`config.mk`:
```
export PLATFORM = sky130hd
export DESIGN_NAME = uart_fifo_control_regmap
export DESIGN_NICKNAME = d
export VERILOG_FILES = /design/src/core/uart_pkg.sv /design/src/core/fifo_if.sv /design/src/core/byte_fifo.sv /design/src/core/serial_shifter.sv /design/src/core/uart_fifo_control_regmap.sv
export VERILOG_INCLUDE_DIRS = /design/src /design/src/core
export SDC_FILE = /design/constraint.sdc
export NUM_CORES = 2
export LEC_CHECK = 0
export ABC_CLOCK_PERIOD_IN_PS = 5600
export BUFFER_PORTS_ARGS = -buffer_cell sky130_fd_sc_hd__buf_2
export CORE_ASPECT_RATIO = 2
export CORE_UTILIZATION = 50
export DETAILED_ROUTE_END_ITERATION = 10
export PLACE_DENSITY = 0.64
export SYNTH_ARGS = -nofsm -noshare
export SYNTH_HDL_FRONTEND = slang
export SYNTH_HIERARCHICAL = 1
export SYNTH_SLANG_ARGS = --single-unit
```
`constraint.sdc`:
```
create_clock -name mclk -period 5.6 [get_ports mclk]
set_input_delay 0.28 -clock mclk [delete_from_list [all_inputs] [get_ports mclk]]
set_output_delay 0.28 -clock mclk [all_outputs]
set_load 0.02 [all_outputs]
```
`src/core/uart_regs_map.svh`:
```
`ifndef UART_REGS_MAP_SVH
`define UART_REGS_MAP_SVH

// ----------------------------------------
// register offsets, general set
// ----------------------------------------
`define OFS_HOLD 3'h0
`define OFS_IRQ_EN 3'h1
`define OFS_FIFO_CTL 3'h2
`define OFS_LINE_FMT 3'h3
`define OFS_MODEM 3'h4
`define OFS_LINE_STAT 3'h5
`define OFS_MODEM_STAT 3'h6
`define OFS_SCRATCH 3'h7

// ----------------------------------------
// offsets, divisor and enhanced sets
// ----------------------------------------
`define OFS_DIV_LOW 3'h0
`define OFS_DIV_HIGH 3'h1
`define OFS_ENH_FEAT 3'h2
`define OFS_ON_CHAR_1 3'h4
`define OFS_ON_CHAR_2 3'h5
`define OFS_OFF_CHAR_1 3'h6
`define OFS_OFF_CHAR_2 3'h7
`define OFS_HALT_LEVELS 3'h6
`define OFS_TRIG_LEVELS 3'h7
`define OFS_FIFO_READY 3'h7

// ----------------------------------------
// field positions and keys
// ----------------------------------------
`define ENH_KEY 8'hBF
`define DIV_ACCESS_BIT 7
`define ENH_ENABLE_BIT 4
`define MODEM_LEVELS_BIT 6
`define MODEM_RDY_BIT 2
`define MODEM_LOOP_BIT 4
`define FCR_ON_BIT 0
`define FCR_RX_RST_BIT 1
`define FCR_TX_RST_BIT 2
`define FCR_DMA_BIT 3
`define IID_NONE 4'h1

// ----------------------------------------
// reset values, depths, trigger counts
// ----------------------------------------
`define REG_RESET 8'h00
`define FIFO_DEPTH 64
`define RX_TRIG_0 7'h08
`define RX_TRIG_1 7'h10
`define RX_TRIG_2 7'h38
`define RX_TRIG_3 7'h3C
`define TX_TRIG_0 7'h08
`define TX_TRIG_1 7'h10
`define TX_TRIG_2 7'h20
`define TX_TRIG_3 7'h38
`define BIT_LAST_SUB 4'hF
`define BIT_MID_SUB 4'h7

`endif

```
`src/core/uart_pkg.sv`:
```
package uart_pkg;

  typedef struct packed {
    logic [7:0] lineFmt;
    logic [7:0] modemCtl;
    logic [7:0] irqEn;
    logic [7:0] enhFeat;
    logic [7:0] scratch;
    logic [7:0] divLow;
    logic [7:0] divHigh;
    logic [7:0] onChar1;
    logic [7:0] onChar2;
    logic [7:0] offChar1;
    logic [7:0] offChar2;
    logic [7:0] haltLevels;
    logic [7:0] trigLevels;
    logic fifoOn;
    logic [1:0] rxTrigSel;
    logic [1:0] txTrigSel;
    logic dmaMode;
    logic rxRdyN;
    logic txRdyN;
  } chan_regs_t;

  typedef enum logic [3:0] {
    SH_IDLE = 4'b0001,
    SH_START = 4'b0010,
    SH_DATA = 4'b0100,
    SH_STOP = 4'b1000
  } shift_state_t;

endpackage

```
`src/core/fifo_if.sv`:
```
`timescale 1ns/1ns
interface fifo_if #(
  parameter int WIDTH = 8,
  parameter int AW = 6
);
  logic push;
  logic [WIDTH-1:0] pushData;
  logic pop;
  logic [WIDTH-1:0] popData;
  logic flush;
  logic single;
  logic [AW:0] count;
  logic full;
  logic empty;

  modport user(output push, pushData, pop, flush, single, input popData, count, full, empty);
  modport store(input push, pushData, pop, flush, single, output popData, count, full, empty);
endinterface

```
`src/core/byte_fifo.sv`:
```
`timescale 1ns/1ns
`include "uart_regs_map.svh"

module byte_fifo #(
  parameter int WIDTH = 8,
  parameter int DEPTH = `FIFO_DEPTH
) (
  input wire logic mclk,
  input wire logic reset_n,
  fifo_if.store port
);
  localparam int AW = $clog2(DEPTH);

  logic [WIDTH-1:0] mem [DEPTH];
  logic [AW-1:0] wrPtr, rdPtr, next_wrPtr, next_rdPtr, wrAddr;
  logic [AW:0] count, next_count;
  logic doPush, doPop;

  assign port.popData = mem[rdPtr];
  assign port.count = count;
  assign port.full = (count == (AW+1)'(DEPTH));
  assign port.empty = (count == '0);
  assign wrAddr = port.single ? '0 : wrPtr;

  always_comb begin
    doPop = port.pop & ~port.empty;
    doPush = port.push & (~port.full | doPop | port.single);
    next_wrPtr = wrPtr;
    next_rdPtr = rdPtr;
    next_count = count;
    if (port.flush) begin
      next_wrPtr = '0;
      next_rdPtr = '0;
      next_count = '0;
    end else if (port.single && port.push) begin
      // one-deep mode: the newest character replaces the unread one
      next_rdPtr = '0;
      next_wrPtr = AW'(1);
      next_count = (AW+1)'(1);
    end else begin
      if (doPush) next_wrPtr = wrPtr + AW'(1);
      if (doPop) next_rdPtr = rdPtr + AW'(1);
      next_count = count + (AW+1)'(doPush) - (AW+1)'(doPop);
    end
  end

  always_ff @(posedge mclk or negedge reset_n) begin
    if (!reset_n) begin
      wrPtr <= '0;
      rdPtr <= '0;
      count <= '0;
    end else begin
      wrPtr <= next_wrPtr;
      rdPtr <= next_rdPtr;
      count <= next_count;
    end
  end

  always_ff @(posedge mclk) begin
    if (doPush && !port.flush) begin
      mem[wrAddr] <= port.pushData;
    end
  end
endmodule

```
`src/core/serial_shifter.sv`:
```
`timescale 1ns/1ns
`include "uart_regs_map.svh"

module serial_shifter (
  input wire logic mclk,
  input wire logic reset_n,
  input wire logic [15:0] baudDivisor,
  input wire logic txLoad,
  input wire logic [7:0] txByte,
  input wire logic rxIn,
  output logic txOut,
  output logic txIdle,
  output logic rxValid,
  output logic [10:0] rxWord
);
  import uart_pkg::*;

  shift_state_t txState, next_txState, rxState, next_rxState;
  logic [15:0] divCnt, next_divCnt;
  logic [3:0] txSub, next_txSub, rxSub, next_rxSub;
  logic [2:0] txBit, next_txBit, rxBit, next_rxBit;
  logic [7:0] txShift, next_txShift, rxShift, next_rxShift;
  logic next_txOut, next_rxValid, tick;
  logic [10:0] next_rxWord;

  assign txIdle = (txState == SH_IDLE);

  always_comb begin
    tick = (divCnt == 16'h0000);
    next_divCnt = divCnt - 16'h0001;
    if (tick) next_divCnt = (baudDivisor == 16'h0000) ? 16'h0000 : baudDivisor - 16'h0001;
    next_txState = txState;
    next_txSub = txSub;
    next_txBit = txBit;
    next_txShift = txShift;
    next_rxState = rxState;
    next_rxSub = rxSub;
    next_rxBit = rxBit;
    next_rxShift = rxShift;
    next_rxValid = 1'b0;
    next_rxWord = rxWord;
    // ----------------------------------------
    // transmit: start, eight data, stop
    // ----------------------------------------
    case (txState)
      SH_IDLE: begin
        if (txLoad) begin
          next_txShift = txByte;
          next_txSub = 4'h0;
          next_txState = SH_START;
        end
      end
      SH_START, SH_DATA, SH_STOP: begin
        if (tick) next_txSub = txSub + 4'h1;
        if (tick && txSub == `BIT_LAST_SUB) begin
          if (txState == SH_START) begin
            next_txState = SH_DATA;
            next_txBit = 3'h0;
          end else if (txState == SH_DATA) begin
            next_txShift = {1'b0, txShift[7:1]};
            next_txBit = txBit + 3'h1;
            if (txBit == 3'h7) next_txState = SH_STOP;
          end else begin
            next_txState = SH_IDLE;
          end
        end
      end
      default: next_txState = SH_IDLE;
    endcase
    next_txOut = 1'b1;
    if (next_txState == SH_START) next_txOut = 1'b0;
    if (next_txState == SH_DATA) next_txOut = next_txShift[0];
    // ----------------------------------------
    // receive: sampled at mid bit
    // ----------------------------------------
    case (rxState)
      SH_IDLE: begin
        if (tick && !rxIn) begin
          next_rxSub = 4'h0;
          next_rxState = SH_START;
        end
      end
      SH_START: begin
        if (tick) next_rxSub = rxSub + 4'h1;
        if (tick && rxSub == `BIT_MID_SUB) begin
          next_rxSub = 4'h0;
          next_rxBit = 3'h0;
          next_rxState = rxIn ? SH_IDLE : SH_DATA;
        end
      end
      SH_DATA, SH_STOP: begin
        if (tick) next_rxSub = rxSub + 4'h1;
        if (tick && rxSub == `BIT_LAST_SUB) begin
          if (rxState == SH_DATA) begin
            next_rxShift = {rxIn, rxShift[7:1]};
            next_rxBit = rxBit + 3'h1;
            if (rxBit == 3'h7) next_rxState = SH_STOP;
          end else begin
            next_rxValid = 1'b1;
            next_rxWord = {~rxIn & (rxShift == 8'h00), ~rxIn, 1'b0, rxShift};
            next_rxState = SH_IDLE;
          end
        end
      end
      default: next_rxState = SH_IDLE;
    endcase
  end

  always_ff @(posedge mclk or negedge reset_n) begin
    if (!reset_n) begin
      divCnt <= 16'h0000;
      txState <= SH_IDLE;
      rxState <= SH_IDLE;
      txSub <= 4'h0;
      rxSub <= 4'h0;
      txBit <= 3'h0;
      rxBit <= 3'h0;
      txShift <= 8'h00;
      rxShift <= 8'h00;
      txOut <= 1'b1;
      rxValid <= 1'b0;
      rxWord <= 11'h000;
    end else begin
      divCnt <= next_divCnt;
      txState <= next_txState;
      rxState <= next_rxState;
      txSub <= next_txSub;
      rxSub <= next_rxSub;
      txBit <= next_txBit;
      rxBit <= next_rxBit;
      txShift <= next_txShift;
      rxShift <= next_rxShift;
      txOut <= next_txOut;
      rxValid <= next_rxValid;
      rxWord <= next_rxWord;
    end
  end
endmodule

```
`src/core/uart_fifo_control_regmap.sv`:
```
`timescale 1ns/1ns
`include "uart_regs_map.svh"

module uart_fifo_control_regmap #(
  parameter int DEPTH = `FIFO_DEPTH
) (
  input wire logic mclk,
  input wire logic reset_n,
  input wire logic chipSelA_n,
  input wire logic chipSelB_n,
  input wire logic [2:0] addr,
  input wire logic readStrobe_n,
  input wire logic writeStrobe_n,
  input wire logic [7:0] busDataIn,
  output logic [7:0] busDataOut,
  output logic busDataOe,
  input wire logic [1:0] serialRxIn,
  output logic [1:0] serialTxOut,
  output logic [1:0] rxReady_n,
  output logic [1:0] txReady_n
);
  import uart_pkg::*;

  localparam int AW = $clog2(DEPTH);
  localparam int SW = 11;

  // ----------------------------------------
  // bus strobes and read data
  // ----------------------------------------
  logic rdPrev, wrPrev, next_rdPrev, next_wrPrev;
  logic rdPulse, wrPulse, next_busDataOe;
  logic [7:0] next_busDataOut, fifoReady;
  logic [1:0] chanSel;
  logic [1:0][7:0] chanRead;

  assign chanSel = {~chipSelB_n, ~chipSelA_n};
  assign fifoReady = {2'b00, ~rxReady_n[1], ~rxReady_n[0],
                      2'b00, ~txReady_n[1], ~txReady_n[0]};

  always_comb begin
    next_rdPrev = readStrobe_n;
    next_wrPrev = writeStrobe_n;
    rdPulse = rdPrev & ~readStrobe_n;
    wrPulse = wrPrev & ~writeStrobe_n;
    next_busDataOe = ~readStrobe_n & (|chanSel);
    next_busDataOut = busDataOut;
    if (rdPulse) begin
      // channel A wins if both selects are low
      if (chanSel[0]) next_busDataOut = chanRead[0];
      else if (chanSel[1]) next_busDataOut = chanRead[1];
      else next_busDataOut = 8'h00;
    end
  end

  always_ff @(posedge mclk or negedge reset_n) begin
    if (!reset_n) begin
      rdPrev <= 1'b1;
      wrPrev <= 1'b1;
      busDataOut <= 8'h00;
      busDataOe <= 1'b0;
    end else begin
      rdPrev <= next_rdPrev;
      wrPrev <= next_wrPrev;
      busDataOut <= next_busDataOut;
      busDataOe <= next_busDataOe;
    end
  end

  // ----------------------------------------
  // per-channel registers and FIFOs
  // ----------------------------------------
  for (genvar g = 0; g < 2; g++) begin : chan
    chan_regs_t r, next_r;
    logic wrHit, rdHit, isKey, divAcc, enh, levelsOn, rdyOn;
    logic txIdle, txLoad, rxValid;
    logic [SW-1:0] rxWord;
    logic [7:0] rdVal, lineStat, intId, d;
    logic [AW:0] rxTrig, txTrig, txSpace;

    fifo_if #(.WIDTH(8), .AW(AW)) txQ();
    fifo_if #(.WIDTH(SW), .AW(AW)) rxQ();

    byte_fifo #(.WIDTH(8), .DEPTH(DEPTH)) txStore (
      .mclk(mclk),
      .reset_n(reset_n),
      .port(txQ.store)
    );

    byte_fifo #(.WIDTH(SW), .DEPTH(DEPTH)) rxStore (
      .mclk(mclk),
      .reset_n(reset_n),
      .port(rxQ.store)
    );

    serial_shifter shifter (
      .mclk(mclk),
      .reset_n(reset_n),
      .baudDivisor({r.divHigh, r.divLow}),
      .txLoad(txLoad),
      .txByte(txQ.popData),
      .rxIn(serialRxIn[g]),
      .txOut(serialTxOut[g]),
      .txIdle(txIdle),
      .rxValid(rxValid),
      .rxWord(rxWord)
    );

    assign d = busDataIn;
    assign wrHit = wrPulse & chanSel[g];
    assign rdHit = rdPulse & chanSel[g];
    assign isKey = (r.lineFmt == `ENH_KEY);
    assign divAcc = r.lineFmt[`DIV_ACCESS_BIT];
    assign enh = r.enhFeat[`ENH_ENABLE_BIT];
    assign levelsOn = enh & r.modemCtl[`MODEM_LEVELS_BIT];
    assign rdyOn = r.modemCtl[`MODEM_RDY_BIT] & ~r.modemCtl[`MODEM_LOOP_BIT];
    // shifter takes the head byte as soon as it goes idle
    assign txLoad = txIdle & ~txQ.empty;
    assign txQ.pop = txLoad;
    assign txQ.single = 1'b0;
    assign rxQ.push = rxValid;
    assign rxQ.pushData = rxWord;
    assign rxQ.single = ~r.fifoOn;
    assign txSpace = (AW+1)'(DEPTH) - txQ.count;
    assign intId = {r.fifoOn, r.fifoOn, 2'b00, `IID_NONE};
    assign lineStat = {1'b0, txQ.empty & txIdle, txQ.empty,
                       rxQ.popData[10:8] & {3{~rxQ.empty}}, 1'b0, ~rxQ.empty};
    assign rxReady_n[g] = r.rxRdyN;
    assign txReady_n[g] = r.txRdyN;
    assign chanRead[g] = rdVal;

    always_comb begin
      case (r.rxTrigSel)
        2'b00: rxTrig = `RX_TRIG_0;
        2'b01: rxTrig = `RX_TRIG_1;
        2'b10: rxTrig = `RX_TRIG_2;
        default: rxTrig = `RX_TRIG_3;
      endcase
      case (r.txTrigSel)
        2'b00: txTrig = `TX_TRIG_0;
        2'b01: txTrig = `TX_TRIG_1;
        2'b10: txTrig = `TX_TRIG_2;
        default: txTrig = `TX_TRIG_3;
      endcase
    end

    // ----------------------------------------
    // read decode
    // ----------------------------------------
    always_comb begin
      rdVal = 8'h00;
      rxQ.pop = 1'b0;
      case (addr)
        `OFS_HOLD: begin
          if (divAcc) begin
            rdVal = r.divLow;
          end else begin
            rdVal = rxQ.popData[7:0];
            rxQ.pop = rdHit;
          end
        end
        `OFS_IRQ_EN: rdVal = divAcc ? r.divHigh : r.irqEn;
        `OFS_FIFO_CTL: begin
          if (isKey) rdVal = r.enhFeat;
          else if (!divAcc) rdVal = intId;
        end
        `OFS_LINE_FMT: rdVal = r.lineFmt;
        `OFS_MODEM: begin
          if (isKey) rdVal = r.onChar1;
          else if (!divAcc) rdVal = r.modemCtl;
        end
        `OFS_LINE_STAT: begin
          if (isKey) rdVal = r.onChar2;
          else if (!divAcc) rdVal = lineStat;
        end
        `OFS_MODEM_STAT: begin
          if (isKey) rdVal = r.offChar1;
          else if (!divAcc && levelsOn) rdVal = r.haltLevels;
        end
        default: begin
          if (isKey) rdVal = r.offChar2;
          else if (!divAcc && rdyOn) rdVal = fifoReady;
          else if (!divAcc && levelsOn) rdVal = r.trigLevels;
          else if (!divAcc) rdVal = r.scratch;
        end
      endcase
    end

    // ----------------------------------------
    // write decode and ready levels
    // ----------------------------------------
    always_comb begin
      next_r = r;
      txQ.push = 1'b0;
      txQ.pushData = d;
      txQ.flush = 1'b0;
      rxQ.flush = 1'b0;
      if (wrHit) begin
        case (addr)
          `OFS_HOLD: begin
            if (divAcc) next_r.divLow = d;
            else txQ.push = 1'b1;
          end
          `OFS_IRQ_EN: begin
            if (divAcc) next_r.divHigh = d;
            else next_r.irqEn = enh ? d : {r.irqEn[7:4], d[3:0]};
          end
          `OFS_FIFO_CTL: begin
            if (isKey) begin
              next_r.enhFeat = d;
            end else if (!divAcc) begin
              next_r.fifoOn = d[`FCR_ON_BIT];
              rxQ.flush = d[`FCR_RX_RST_BIT];
              txQ.flush = d[`FCR_TX_RST_BIT];
              next_r.dmaMode = d[`FCR_DMA_BIT];
              next_r.rxTrigSel = d[7:6];
              if (enh) next_r.txTrigSel = d[5:4];
            end
          end
          `OFS_LINE_FMT: next_r.lineFmt = d;
          `OFS_MODEM: begin
            if (isKey) next_r.onChar1 = d;
            else if (!divAcc) next_r.modemCtl = enh ? d : {r.modemCtl[7:5], d[4:0]};
          end
          `OFS_LINE_STAT: begin
            if (isKey) next_r.onChar2 = d;
          end
          `OFS_MODEM_STAT: begin
            if (isKey) next_r.offChar1 = d;
            else if (!divAcc && levelsOn) next_r.haltLevels = d;
          end
          default: begin
            if (isKey) next_r.offChar2 = d;
            else if (!divAcc && levelsOn) next_r.trigLevels = d;
            else if (!divAcc) next_r.scratch = d;
          end
        endcase
      end
      // mode 0, or mode 1 with fifos off, signals single characters; mode 1 with fifos on the trigger levels
      if (r.dmaMode && r.fifoOn) begin
        next_r.rxRdyN = ~(rxQ.count >= rxTrig);
        next_r.txRdyN = ~(txSpace >= txTrig);
      end else begin
        next_r.rxRdyN = rxQ.empty;
        next_r.txRdyN = ~txQ.empty;
      end
    end

    // ----------------------------------------
    // register state
    // ----------------------------------------
    always_ff @(posedge mclk or negedge reset_n) begin
      if (!reset_n) begin
        // fifos off, divisor zero, receive ready inactive, transmit ready active
        r.lineFmt <= `REG_RESET;
        r.modemCtl <= `REG_RESET;
        r.irqEn <= `REG_RESET;
        r.enhFeat <= `REG_RESET;
        r.scratch <= `REG_RESET;
        r.divLow <= `REG_RESET;
        r.divHigh <= `REG_RESET;
        r.onChar1 <= `REG_RESET;
        r.onChar2 <= `REG_RESET;
        r.offChar1 <= `REG_RESET;
        r.offChar2 <= `REG_RESET;
        r.haltLevels <= `REG_RESET;
        r.trigLevels <= `REG_RESET;
        r.fifoOn <= 1'b0;
        r.rxTrigSel <= 2'b00;
        r.txTrigSel <= 2'b00;
        r.dmaMode <= 1'b0;
        r.rxRdyN <= 1'b1;
        r.txRdyN <= 1'b0;
      end else begin
        r <= next_r;
      end
    end
  end
endmodule

```
==> reports/qor.yml <==
gp_congestion: 0.973
drt_wl_total_mm: 314
drcViolationCount: 0
p_sw_mw: 13.5
wire_per_inst_um: 30.1
pwr-share-clk: 0.350
dieWidth_um: 346
antenna_found_initial: 4
skew_ns: 0.0685
max_stage_delay_ns: 0.81
final_max_slew_viol_count: 0
post-route-period-util: 0.823
port_buffers: 33
num_rows: 252
hold_viol_final: 0
cts.sinks: 2875
switching_share: 0.269
cp-start-kind: "register"
hpwl_mm: 211
crit_path_frequent_cell: "buf_4"
setup_ws_ns: 0.992
cp_cell_sequence: "buf_4 -> and2_1 -> buf_4 -> nand2b_1 -> o22ai_1 -> a211oi_1 -> a22oi_1 -> a21o_1 -> mux2i_1 -> o2bb2ai_1 -> a221oi_1 -> a31oi_1 -> a211o_1"
grt_pass1_wl_mm: 457
arrival_ns: 5.40
fp.dieH_um: 691
post-cts-setup-buffers: 0
dr.pass1.iters: 6
grt_max_degree: 146
fmax_ghz: 0.217
tightest_slew_ns: 1.42
tritoncts: "done"
cts_resized: 0
powerDensity_nw_per_um2: 383
ir_drop_mv: 0.314
postRouteAntennaNets: 0
critical_path_required_ns: 6.39
initial_core_util: 0.504
htree_levels: 4
path_clk_slew_ns: 0.07
clock_latency_ns: 0.93
grt.total_usage: 0.262
cts_hold_buf: 18
grt_overflow: 0
grt_pass1_vias: 67100
tns_ns: 0
coreArea_um2: 236000
synth_warnings: 6
slew-limit-headroom: 0.0460
power_frac_seq: 0.484
area_growth_pct: 10.6
synthCells: 6975
io_pins: 34
crit_slowest_cell: "nand2b_1"
fin_nets: 7282
status: "finished, final reports clean"
routed_via_density: 6.16
power_leakage_nw: 45.0
cap_violations: 0
p_total_mw: 50.2
drive_gt1_frac: 0.193
worstPathMaxFanout: 36
pre_cts_ws_ns: 0.961
critPathKind: "register to register"
drt_iter0_markers: 5288
die_area_um2: 239000
hp-class: "input port to register"
setup_violations: 0
n_fill_cell: 18100
vias: 64300
syn-cell-area_um2: 119000
cts_inserted_buffers: 247
cp-end-kind: "register"
p_int_mw: 36.7
rsz0062_at_grt: "no"
avgSynthCellArea_um2: 17.0
clk_path_buf_depth: 4
finalCriticalPeriod_ns: 4.61
placed_cell_area_um2: 123000
cts-root-buf: "clkbuf_16"
p_comb_frac: 0.166
fin_area_um2: 131000
## power by group through the flow
stage | Clock (mW) | Combinational (mW) | Sequential (mW)
2_1_floorplan | 0 | 6.18 | 24.3
3_3_place_gp | 0 | 8.25 | 24.7
3_5_place_dp | 0 | 8.35 | 24.7
4_1_cts | 17.8 | 8.39 | 24.3
5_1_grt | 18.5 | 8.91 | 24.3
6_report | 17.6 | 8.33 | 24.3
## worst paths after layout
check                                           start                          to  slack, ns  cells past startpoint
setup / recovery             chan[0].rxStore/rdPtr[2]               busDataOut[1]       0.99                     13
setup reg to reg             chan[0].rxStore/rdPtr[2]               busDataOut[1]       0.99                     13
max in group asynchronous                     reset_n    chan[1].txStore/rdPtr[0]       3.97                      4
hold reg to reg            chan[1].shifter/txShift[5]  chan[1].shifter/txShift[5]       0.48                      1
hold / removal                          writeStrobe_n                      wrPrev       0.08                      2
min in group asynchronous                     reset_n  chan[0].shifter/txState[0]       0.53                      3
## sequential cells by signal, indices dropped and copies added, names as in the netlist, 6 cells and up
signal                   count
chan.txStore/mem          1024
chan.rxStore/rdPtr          12
chan.shifter/rxWord         20
chan.shifter/rxState         8
chan.txStore/wrPtr          12
chan.rxStore/mem          1408
chan.txStore/port.count     14
chan.r                     214
chan.rxStore/port.count     14
chan.shifter/rxSub           8
chan.shifter/txState         8
chan.shifter/divCnt         32
chan.shifter/rxShift        16
chan.shifter/rxBit           6
chan.shifter/txShift        16
chan.rxStore/wrPtr          12
chan.txStore/rdPtr          12
chan.shifter/txBit           6
chan.shifter/txSub           8
busDataOut                   8
## final cells by class
cell class	instances	area, µm²	area share
Clock buffer	288	6450	0.0492
Antenna cell	3	7.51	0.0000572
Timing Repair Buffer	352	2850	0.0217
Inverter	96	360	0.00275
Clock inverter	165	1700	0.0129
Sequential cell	2875	84200	0.642
Tap cell	3048	3810	0.0291
Multi-Input combinational cell	3605	31800	0.242
## critical path: cells and delay by family (launching register included)
kind	cells	cell delay, ns
AOI/OAI and AO/OA	8	2.35
buffers and inverters	2	0.50
DFF	1	0.39
muxes	1	0.18
and+or+nand+nor	2	1.04
## routing by layer
layer / routed length (µm) / vias to the layer above / GRT usage / part of all wire
met1: 104000 / 33300 / 0.272 / 0.33
met3: 13400 / 852 / 0.0298 / 0.043
li1: - / 28100 / - / -
met4: 27200 / 0 / 0.194 / 0.087
met5: 0 / - / 0 / 0
met2: 169000 / 2085 / 0.483 / 0.54
## stage by stage
| step | util | instances | hold slack, ns |
|---|---|---|---|
| 2_1_floorplan | - | 6976 | -0.0156 |
| 3_3_place_gp | 0.521 | 9958 | 0.301 |
| 3_5_place_dp | 0.521 | 9958 | 0.311 |
| 4_1_cts | 0.557 | 10400 | 0.0118 |
| 5_1_grt | 0.557 | 10400 | 0.0743 |
| 6_report | 0.557 | 10400 | 0.0844 |
## cells in the final DEF (no fill, tap or decap), drive strengths merged, types with 28 or more instances in the layout
master and n:
a211oi 77, a21o 45, a21oi 169, a221oi 144, a22oi 56, buf 335, bufinv 31, clkbuf 288
clkinv 106, dfrtp 433, edfxtp 2432, ha 82, inv 107, mux2 281, mux2i 642, mux4 321
nand2 198, nand2b 28, nand3 95, nor2 477, nor2b 55, nor3 65, o21ai 204, o221ai 76
o22ai 90, xnor2 50, xor2 52
No activity file was read; power rests on OpenSTA's default activity.
